<file path="src/common/wfs_pkg.sv">
// constants, register map and lamp lookup for the welder fault supervisor
// assumes a 100 MHz pclk and a 1 ms tick made by the top module
package wfs_pkg;

	// ****************************************
	// timing
	// ****************************************
	localparam int CLK_PERIOD_NS = 10;
	localparam int TICK_PERIOD_NS = 1_000_000;
	localparam int TICK_CYCLES = TICK_PERIOD_NS / CLK_PERIOD_NS;
	localparam int OVC_LIMIT_S = 2;
	localparam int GAS_LIMIT_MIN = 2;
	localparam int OVC_LIMIT_MS = OVC_LIMIT_S * 1000;
	localparam int GAS_LIMIT_MS = GAS_LIMIT_MIN * 60 * 1000;
	localparam int STARTUP_MS = 20;
	localparam int TMR_W = 17;
	localparam logic [10:0] BLINK_PERIOD_MS = 11'h03E8;
	localparam logic [10:0] FLASH_HALF_MS = 11'h00FA;
	localparam logic [10:0] DFL_ON_MS = 11'h0096;

	// ****************************************
	// error numbers and fault bit positions
	// ****************************************
	localparam logic [3:0] ERR_NONE = 4'h0;
	localparam logic [3:0] ERR_CURDET = 4'hB;
	localparam int NFLT = 9;
	localparam int F_FREQ = 0;
	localparam int F_TEMP = 1;
	localparam int F_OVERV = 2;
	localparam int F_UNDERV = 3;
	localparam int F_MODE = 4;
	localparam int F_TORCH = 5;
	localparam int F_GAS = 6;
	localparam int F_OVC = 7;
	localparam int F_CPU = 8;

	// ****************************************
	// register map (byte addresses)
	// ****************************************
	localparam logic [7:0] REG_CTRL = 8'h00;
	localparam logic [7:0] REG_STATUS = 8'h04;
	localparam logic [7:0] REG_MASK = 8'h08;
	localparam logic [7:0] REG_ERR = 8'h0C;
	localparam logic [7:0] REG_LIVE = 8'h10;
	localparam logic [7:0] REG_MODEOK = 8'h14;
	localparam int CTRL_WELD_REQ = 0;
	localparam logic [15:0] MODEOK_RST = 16'h00FF;
	localparam logic [NFLT-1:0] MASK_RST = 9'h000;

	typedef enum logic [1:0] {WFS_LAMP_OFF, WFS_LAMP_STEADY, WFS_LAMP_FLASH, WFS_LAMP_DFLASH}
		wfs_lamp_t;

	// panel style, red, green for each error number
	function automatic logic [3:0] wfs_lamp_lut(input logic [3:0] code);
		logic [3:0] r;
		r = {WFS_LAMP_OFF, 2'b00};
		unique case (code)
			4'h1: r = {WFS_LAMP_STEADY, 2'b11};
			4'h2: r = {WFS_LAMP_FLASH, 2'b10};
			4'h3: r = {WFS_LAMP_STEADY, 2'b01};
			4'h4: r = {WFS_LAMP_STEADY, 2'b00};
			4'h5: r = {WFS_LAMP_FLASH, 2'b11};
			4'h6: r = {WFS_LAMP_FLASH, 2'b00};
			4'h7: r = {WFS_LAMP_FLASH, 2'b01};
			4'h8: r = {WFS_LAMP_STEADY, 2'b01};
			4'h9: r = {WFS_LAMP_DFLASH, 2'b10};
			4'hA: r = {WFS_LAMP_DFLASH, 2'b01};
			4'hB: r = {WFS_LAMP_DFLASH, 2'b00};
			default: r = {WFS_LAMP_OFF, 2'b00};
		endcase
		return r;
	endfunction

endpackage

</file>
<file path="src/common/wfs_lamp_if.sv">
// carrier between the supervisor and its blink pattern generator
// assumes both ends on pclk
`timescale 1ns/1ps
interface wfs_lamp_if;
	logic tick;
	logic flash;
	logic dflash;
	logic dflash_end;
	modport gen
	(
		input tick,
		output flash,
		output dflash,
		output dflash_end
	);
	modport use_side
	(
		output tick,
		input flash,
		input dflash,
		input dflash_end
	);
endinterface

</file>
<file path="src/logic/wfs_blink.sv">
// blink pattern generator: single flash and double flash waveforms
// assumes a one-cycle 1 ms tick on the interface
`timescale 1ns/1ps
module wfs_blink
(
	// clock and reset
	input wire logic pclk,
	input wire logic presetn,
	// patterns
	wfs_lamp_if.gen lamp
);
	import wfs_pkg::*;

	logic [10:0] ms_reg;
	logic [10:0] ms_next;
	wire wrap = (ms_reg == BLINK_PERIOD_MS - 11'h0001);

	assign ms_next = wrap ? 11'h0000 : ms_reg + 11'h0001;
	assign lamp.flash = (ms_reg < FLASH_HALF_MS)
		|| ((ms_reg >= 2 * FLASH_HALF_MS) && (ms_reg < 3 * FLASH_HALF_MS));
	assign lamp.dflash = (ms_reg < DFL_ON_MS)
		|| ((ms_reg >= 2 * DFL_ON_MS) && (ms_reg < 3 * DFL_ON_MS));
	assign lamp.dflash_end = lamp.tick && wrap;

	always_ff @(posedge pclk or negedge presetn)
	begin
		if (!presetn)
			ms_reg <= 11'h0000;
		else if (lamp.tick)
			ms_reg <= ms_next;
	end
endmodule

</file>
<file path="src/logic/wfs_persist.sv">
// persistence timer: reports a condition held for at least limit ticks
// assumes cond is already synchronised to pclk
`timescale 1ns/1ps
module wfs_persist
(
	// clock and reset
	input wire logic pclk,
	input wire logic presetn,
	// timing
	input wire logic tick,
	input wire logic [wfs_pkg::TMR_W-1:0] limit,
	// condition
	input wire logic cond,
	output logic over
);
	import wfs_pkg::*;

	logic [TMR_W-1:0] cnt_reg;
	wire at_limit = (cnt_reg >= limit);

	always_ff @(posedge pclk or negedge presetn)
	begin
		if (!presetn)
			cnt_reg <= '0;
		else if (!cond)
			cnt_reg <= '0;
		else if (tick && !at_limit)
			cnt_reg <= cnt_reg + 1'b1;
	end

	assign over = cond && at_limit;
endmodule

</file>
<file path="src/logic/wfs_supervisor.sv">
// welder fault supervisor: fault latching, error number, lamps, weld stop, apb registers
// assumes condition pins are asynchronous, presetn is the control power-on reset
// What this block does
// - Any active fault stops the weld output and drives the warning lamp steady or flashing.
// - An unstable supply frequency seen at power-up latches a fault that only reset clears.
// - Duty-cycle overrun or over-temperature flashes the lamp and stops output until it recovers.
// - Input overvoltage lights the lamp steadily, stops output and latches until reset.
// - Input undervoltage lights the lamp, stops output and latches until reset.
// - An unsupported process mode flashes the lamp and stops output until a valid mode returns.
// - A torch trigger held at power-up gives single flash and blocks output until released.
// - Gas-check held over two minutes gives single flash and stops until set back to weld.
// - Overcurrent or short held over two seconds lights the lamp and latches until reset.
// - A processor fault double-flashes the lamp and stops the weld output at the end of the current blink period.
//
// Local design decisions: the address map and the APB slave port.
`timescale 1ns/1ps
module wfs_supervisor
#(
	parameter int TICK_CYC = wfs_pkg::TICK_CYCLES,
	parameter int OVC_MS = wfs_pkg::OVC_LIMIT_MS,
	parameter int GAS_MS = wfs_pkg::GAS_LIMIT_MS
)
(
	// clock and reset
	input wire logic pclk,
	input wire logic presetn,
	// apb slave
	input wire logic psel,
	input wire logic penable,
	input wire logic pwrite,
	input wire logic [7:0] paddr,
	input wire logic [31:0] pwdata,
	output logic [31:0] prdata,
	output logic pready,
	output logic pslverr,
	// machine conditions
	input wire logic freq_unstable,
	input wire logic temp_over,
	input wire logic duty_over,
	input wire logic volt_high,
	input wire logic volt_low,
	input wire logic [3:0] process_mode_selector,
	input wire logic torch_trigger,
	input wire logic gas_check,
	input wire logic overcurrent,
	input wire logic cpu_fault,
	// outputs to the machine
	output logic weld_enable,
	output logic warning_lamp,
	output logic fault_lamp_red,
	output logic fault_lamp_green,
	output logic [3:0] error_code,
	output logic irq
);
	import wfs_pkg::*;

	// ****************************************
	// input synchronisers
	// ****************************************
	localparam int NIN = 13;
	logic [NIN-1:0] sync1_reg;
	logic [NIN-1:0] sync2_reg;
	wire [NIN-1:0] pins = {process_mode_selector, freq_unstable, temp_over, duty_over,
		volt_high, volt_low, torch_trigger, gas_check, overcurrent, cpu_fault};

	always_ff @(posedge pclk or negedge presetn)
	begin
		if (!presetn)
		begin
			sync1_reg <= '0;
			sync2_reg <= '0;
		end
		else
		begin
			sync1_reg <= pins;
			sync2_reg <= sync1_reg;
		end
	end

	wire [3:0] mode_s = sync2_reg[12:9];
	wire freq_s = sync2_reg[8];
	wire temp_s = sync2_reg[7];
	wire duty_s = sync2_reg[6];
	wire vhi_s = sync2_reg[5];
	wire vlo_s = sync2_reg[4];
	wire torch_s = sync2_reg[3];
	wire gas_s = sync2_reg[2];
	wire ovc_s = sync2_reg[1];
	wire cpu_s = sync2_reg[0];

	// ****************************************
	// mode word filter
	// ****************************************
	// the selector is a 4-bit word: a new value is taken only once two samples agree,
	// so a word torn while the selector turns never reaches the mode check
	logic [3:0] mode_prev_reg;
	logic [3:0] mode_held_reg;
	wire mode_settled = (mode_s == mode_prev_reg);

	always_ff @(posedge pclk or negedge presetn)
	begin
		if (!presetn)
		begin
			mode_prev_reg <= 4'h0;
			mode_held_reg <= 4'h0;
		end
		else
		begin
			mode_prev_reg <= mode_s;
			if (mode_settled)
				mode_held_reg <= mode_s;
		end
	end

	// ****************************************
	// 1 ms tick and power-up window
	// ****************************************
	logic [TMR_W-1:0] div_reg;
	logic tick_reg;
	logic [TMR_W-1:0] pup_reg;
	wire div_wrap = (div_reg == TMR_W'(TICK_CYC - 1));
	wire in_pup = (pup_reg < TMR_W'(STARTUP_MS));

	always_ff @(posedge pclk or negedge presetn)
	begin
		if (!presetn)
		begin
			div_reg <= '0;
			tick_reg <= 1'b0;
			pup_reg <= '0;
		end
		else
		begin
			div_reg <= div_wrap ? '0 : div_reg + 1'b1;
			tick_reg <= div_wrap;
			if (tick_reg && in_pup)
				pup_reg <= pup_reg + 1'b1;
		end
	end

	// ****************************************
	// blink patterns and persistence timers
	// ****************************************
	wfs_lamp_if lamp_bus();
	assign lamp_bus.tick = tick_reg;

	wfs_blink u_blink
	(
		.pclk(pclk),
		.presetn(presetn),
		.lamp(lamp_bus)
	);

	wire ovc_over;
	wire gas_over;

	wfs_persist u_ovc_timer
	(
		.pclk(pclk),
		.presetn(presetn),
		.tick(tick_reg),
		.limit(TMR_W'(OVC_MS)),
		.cond(ovc_s),
		.over(ovc_over)
	);

	wfs_persist u_gas_timer
	(
		.pclk(pclk),
		.presetn(presetn),
		.tick(tick_reg),
		.limit(TMR_W'(GAS_MS)),
		.cond(gas_s),
		.over(gas_over)
	);

	// ****************************************
	// fault state
	// ****************************************
	logic [NFLT-1:0] fault_reg;
	logic [NFLT-1:0] fault_next;
	logic [15:0] modeok_reg;
	logic cpu_stop_reg;
	wire mode_bad = !modeok_reg[mode_held_reg];

	always_comb
	begin
		fault_next = fault_reg;
		fault_next[F_FREQ] = fault_reg[F_FREQ] || (in_pup && freq_s);
		fault_next[F_TEMP] = temp_s || duty_s;
		fault_next[F_OVERV] = fault_reg[F_OVERV] || vhi_s;
		fault_next[F_UNDERV] = fault_reg[F_UNDERV] || vlo_s;
		fault_next[F_MODE] = mode_bad;
		fault_next[F_TORCH] = torch_s && (fault_reg[F_TORCH] || in_pup);
		fault_next[F_GAS] = gas_over;
		fault_next[F_OVC] = fault_reg[F_OVC] || ovc_over;
		fault_next[F_CPU] = fault_reg[F_CPU] || cpu_s;
	end

	always_ff @(posedge pclk or negedge presetn)
	begin
		if (!presetn)
		begin
			fault_reg <= '0;
			cpu_stop_reg <= 1'b0;
		end
		else
		begin
			fault_reg <= fault_next;
			if (fault_reg[F_CPU] && lamp_bus.dflash_end)
				cpu_stop_reg <= 1'b1;
		end
	end

	// ****************************************
	// error number and lamps
	// ****************************************
	function automatic logic [3:0] lowest_code(input logic [NFLT-1:0] f);
		logic [3:0] c;
		c = ERR_NONE;
		for (int i = NFLT - 1; i >= 0; i--)
			if (f[i])
				c = 4'(i + 1);
		return c;
	endfunction

	wire [3:0] code_now = lowest_code(fault_reg);
	wire [3:0] lut = wfs_lamp_lut(code_now);
	wire [1:0] style = lut[3:2];
	wire panel_now = (style == WFS_LAMP_STEADY)
		|| ((style == WFS_LAMP_FLASH) && lamp_bus.flash)
		|| ((style == WFS_LAMP_DFLASH) && lamp_bus.dflash);
	wire any_stop = (|fault_reg[F_OVC:F_FREQ]) || cpu_stop_reg;

	logic [31:0] ctrl_reg;

	always_ff @(posedge pclk or negedge presetn)
	begin
		if (!presetn)
		begin
			error_code <= ERR_NONE;
			warning_lamp <= 1'b0;
			fault_lamp_red <= 1'b0;
			fault_lamp_green <= 1'b0;
			weld_enable <= 1'b0;
		end
		else
		begin
			error_code <= code_now;
			warning_lamp <= panel_now;
			fault_lamp_red <= lut[1];
			fault_lamp_green <= lut[0];
			weld_enable <= ctrl_reg[CTRL_WELD_REQ] && !any_stop;
		end
	end

	// ****************************************
	// apb register file and interrupt
	// ****************************************
	logic [NFLT-1:0] status_reg;
	logic [NFLT-1:0] mask_reg;
	logic [NFLT-1:0] fault_d_reg;
	wire setup = psel && !penable;
	wire wr_go = psel && penable && pready && pwrite;
	wire hit_ctrl = (paddr == REG_CTRL);
	wire hit_stat = (paddr == REG_STATUS);
	wire hit_mask = (paddr == REG_MASK);
	wire hit_err = (paddr == REG_ERR);
	wire hit_live = (paddr == REG_LIVE);
	wire hit_mok = (paddr == REG_MODEOK);
	wire mapped = hit_ctrl || hit_stat || hit_mask || hit_err || hit_live || hit_mok;
	wire [NFLT-1:0] rise = fault_reg & ~fault_d_reg;
	wire [NFLT-1:0] w1c = (wr_go && hit_stat) ? pwdata[NFLT-1:0] : '0;
	wire [31:0] rd_mux = hit_ctrl ? ctrl_reg
		: hit_stat ? {23'h00_0000, status_reg}
		: hit_mask ? {23'h00_0000, mask_reg}
		: hit_err ? {28'h000_0000, error_code}
		: hit_live ? {23'h00_0000, fault_reg}
		: hit_mok ? {16'h0000, modeok_reg}
		: 32'h0000_0000;

	always_ff @(posedge pclk or negedge presetn)
	begin
		if (!presetn)
		begin
			ctrl_reg <= 32'h0000_0000;
			mask_reg <= MASK_RST;
			modeok_reg <= MODEOK_RST;
			status_reg <= '0;
			fault_d_reg <= '0;
			prdata <= 32'h0000_0000;
			pready <= 1'b0;
			pslverr <= 1'b0;
			irq <= 1'b0;
		end
		else
		begin
			fault_d_reg <= fault_reg;
			status_reg <= (status_reg & ~w1c) | rise;
			irq <= |(status_reg & mask_reg);
			pready <= setup;
			if (setup)
			begin
				prdata <= mapped ? rd_mux : 32'h0000_0000;
				pslverr <= !mapped;
			end
			if (wr_go && hit_ctrl)
				ctrl_reg <= {31'h0000_0000, pwdata[CTRL_WELD_REQ]};
			if (wr_go && hit_mask)
				mask_reg <= pwdata[NFLT-1:0];
			if (wr_go && hit_mok)
				modeok_reg <= pwdata[15:0];
		end
	end
endmodule

</file>
<file path="config.mk">
export PLATFORM = sky130hd
export DESIGN_NAME = wfs_supervisor
export DESIGN_NICKNAME = d
export VERILOG_FILES = /design/src/common/wfs_pkg.sv /design/src/common/wfs_lamp_if.sv /design/src/logic/wfs_blink.sv /design/src/logic/wfs_persist.sv /design/src/logic/wfs_supervisor.sv
export SDC_FILE = /design/constraint.sdc
export NUM_CORES = 1
export LEC_CHECK = 0
export BUFFER_PORTS_ARGS = -buffer_cell sky130_fd_sc_hd__buf_2
export CORE_MARGIN = 3
export CORE_UTILIZATION = 45
export DETAILED_ROUTE_END_ITERATION = 10
export PLACE_DENSITY_LB_ADDON = 0.05
export RECOVER_POWER = 25
export SYNTH_ARGS = -nofsm -noshare
export SYNTH_HDL_FRONTEND = slang
export SYNTH_HIERARCHICAL = 1
export SYNTH_SLANG_ARGS = --single-unit
</file>
<file path="constraint.sdc">
create_clock -name pclk -period 3.56 [get_ports pclk]
set_clock_uncertainty 0.2 [all_clocks]
set_input_delay 1.068 -clock pclk [delete_from_list [all_inputs] [get_ports pclk]]
set_output_delay 1.068 -clock pclk [all_outputs]
set_load 0.05 [all_outputs]
</file>
==> metrics.cfg <==
[outcome]
status = complete, but fails checks
violations = max-capacitance violations, max-slew violations

[run]
cap_violations = 1

[cells_and_area]
nNetsFinal = 1081
regArea_um2 = 4890
most-common-layout-cells = dfrtp_1, nand2_1, buf_2, inv_1, conb_1
multi_input_area_um2 = 4287
drive_above_1_share_pct = 18.81
syn2layout_area_growth_pct = 13.09
num_antenna_cells = 0
layout_commonest_cell = dfrtp_1
n_fill_cell = 1884

[grt]
grt_pass1_vias = 6315
grt_util_all_layers_pct = 17.77
antenna_found_initial = 0
grt_pass1_wl_um = 32330
overflow = 0
grt_max_degree = 78

[sta]
max_freq_mhz = 356.4
timing.final.crit_share_pct = 78.82
worst_pin_slew_ns = 2.024
setup_tns_ns = 0
slew_headroom_pct = -34.94
drv_slew = 77
rsz0062_at_grt = no
hold_viol = 0
min_period_ns = 2.806
final-setup-viol-count = 0

[floorplanning]
rows = 52
core_area_um2 = 20560
die_area_um2 = 23020
start_util_pct = 46.48
io_pins = 101
fp.dieH_um = 151.7
die_w_um = 151.7

[hold_path]
holdCritStartpoint = sync1_reg[9]
holdPathStages = 0
hp-class = reg -> reg
hold_path_end = sync2_reg[9]

[critical_path]
required_ns = 3.67
r2r_slack_ns = 0.84
cp_num_buf_inv = 2
critPathTopFamily = simple AND/OR/NAND/NOR gates
r2r_cells = 7
worstPathMaxFanout = 9
critPathCaptureType = flip-flop
max_stage_delay_ns = 0.57
rr_endpoint = u_gas_timer/cnt_reg[5]
crit_cells = 6
r2r-start = u_gas_timer/cnt_reg[2]
cp-startpoint = paddr[1]
path_cells = buf_2 > or4_1 > or3_4 > nor3_4 > buf_4 > mux2_2
critPathArrivalTime_ns = 2.91
slowest_stage = or4_1
criticalPathCategory = in -> reg
cp-start-kind = input port

[power_and_ir_drop]
sw_frac_of_total_pct = 24.05
p_int_uw = 3362
p_seq_share_pct = 52.1
total_power_uw = 4427
p_sw_uw = 1065
pwr-share-clk_pct = 41.8
p_per_area_nw_per_um2 = 409.7
leakage_uw = 0.004996
ir_worst_vdd_mv = 0.3404
combPwrFrac_pct = 6.2

[clock_network]
holdBufCountCts = 0
post_cts_buffers = 0
cts_buffers = 17
cts-resized-gates = 0
clkTransAtPathRegs_ns = 0.06
clock-sinks = 195
cts_tree = done
cts_max_path_buffers = 2
htree_levels = 4
cts_root_buf = clkbuf_16
clk_latency_ns = 0.43

[yosys]
synth_area_um2 = 9555
ys.flop_type = dfrtp_1
ys_ff_latch = 195
synth_cell_type_count = 69
ys_seq_area_share_pct = 51.17
yosysWarnings = 6
syn_avg_cell_area_um2 = 10.71
synthCells = 892
synth_enable_flop_cells = 0
async_flop_share_pct = 100.0

[route]
post-route-drc-count = 0
wl_met2_um = 8853
drt-pass1-iter-count = 5
viasPerCell = 5.324
routed.top_layer = met4
post_drt_wl_per_cell_um = 15.49
first_iter_violations = 279
met1Wirelength_um = 9723
vias = 6729
detail-route-antenna-nets = 0
wl_um = 19590
wl_met3_um = 854

[placement]
portBuffers = 68
routabilityCongestion = 0.8056
hpwl_um = 13840

## per-layer routing
metal	GRT usage, %	vias to the layer above
met2	27.82	136
li1	-	3311
met4	4.088	0
met1	25.81	3271
met5	0	-
met3	3.391	11
## worst max-delay path by stage
| stage | endpoint | slack (ns) |
|---|---|---|
| finish | mask_reg[5] | 0.75 |
| global route | sync1_reg[3] | 0.46 |
| CTS | mask_reg[5] | 0.78 |
| detailed placement | mask_reg[5] | 0.33 |
| global placement | mask_reg[1] | 0.33 |
| floorplan | modeok_reg[10] | 0.40 |
## metrics by stage
| stage | util (%) | setup WS, ns | area, um2 | std cells | hold slack [ns] |
|---|---|---|---|---|---|
| 2_1_floorplan | - | 0.3991 | 9736 | 940 | 0.1312 |
| 3_3_place_gp | 49.87 | 0.3334 | 10250 | 1232 | 0.1315 |
| 3_5_place_dp | 49.87 | 0.3275 | 10250 | 1232 | 0.1347 |
| 4_1_cts | 52.62 | 0.7752 | 10820 | 1264 | 0.1517 |
| 5_1_grt | 52.56 | 0.4571 | 10810 | 1264 | 0.1534 |
| 6_report | 52.56 | 0.7540 | 10810 | 1264 | 0.1481 |
## cells in the mapped netlist (all sizes together) (13+ instances only)
master	instances	share of area (%)
nand2	77	3.1
o31ai	18	1.4
or4	14	1.1
ha	42	5.5
buf	23	1.7
nand2b	21	1.4
mux2	38	4.5
nand3	27	1.4
a22o	15	1.4
nor4	18	1.3
clkbuf	39	1.6
inv	65	2.6
a21oi	40	2.1
nand4	20	1.3
nor2	44	1.8
xnor2	16	1.5
dfrtp	187	49
mux2i	13	1.4
o21ai	24	1.3
## power by group through the flow
stage,clock [uW],sequential (uW),combinational [uW]
6_report,1850,2300,273
5_1_grt,2000,2310,308
4_1_cts,1920,2300,278
3_5_place_dp,0,2350,277
3_3_place_gp,0,2350,274
2_1_floorplan,0,2340,176
## cell families after synthesis
| group | count (synthesis) | synth area share (%) |
|---|---|---|
| adders and majority gates | 42 | 5.499 |
| DFF | 195 | 51.17 |
| buffers and inverters | 127 | 5.853 |
| and+or+nand+nor | 278 | 15.58 |
| xor gates and xnor gates | 27 | 2.475 |
| muxes | 56 | 7.018 |
| other | 2 | 0.07859 |
| AOI/OAI and AO/OA | 165 | 12.32 |
## cell type report
type | instances | share of cell area (%)
inverters | 65 | 2.258
repair buffers | 84 | 4.458
multi-input cells | 618 | 39.67
clock buffers | 21 | 4.261
well taps | 270 | 3.126
clock inverters | 11 | 0.9841
flip-flops and latches | 195 | 45.25
(Power assumes the default switching activity.)
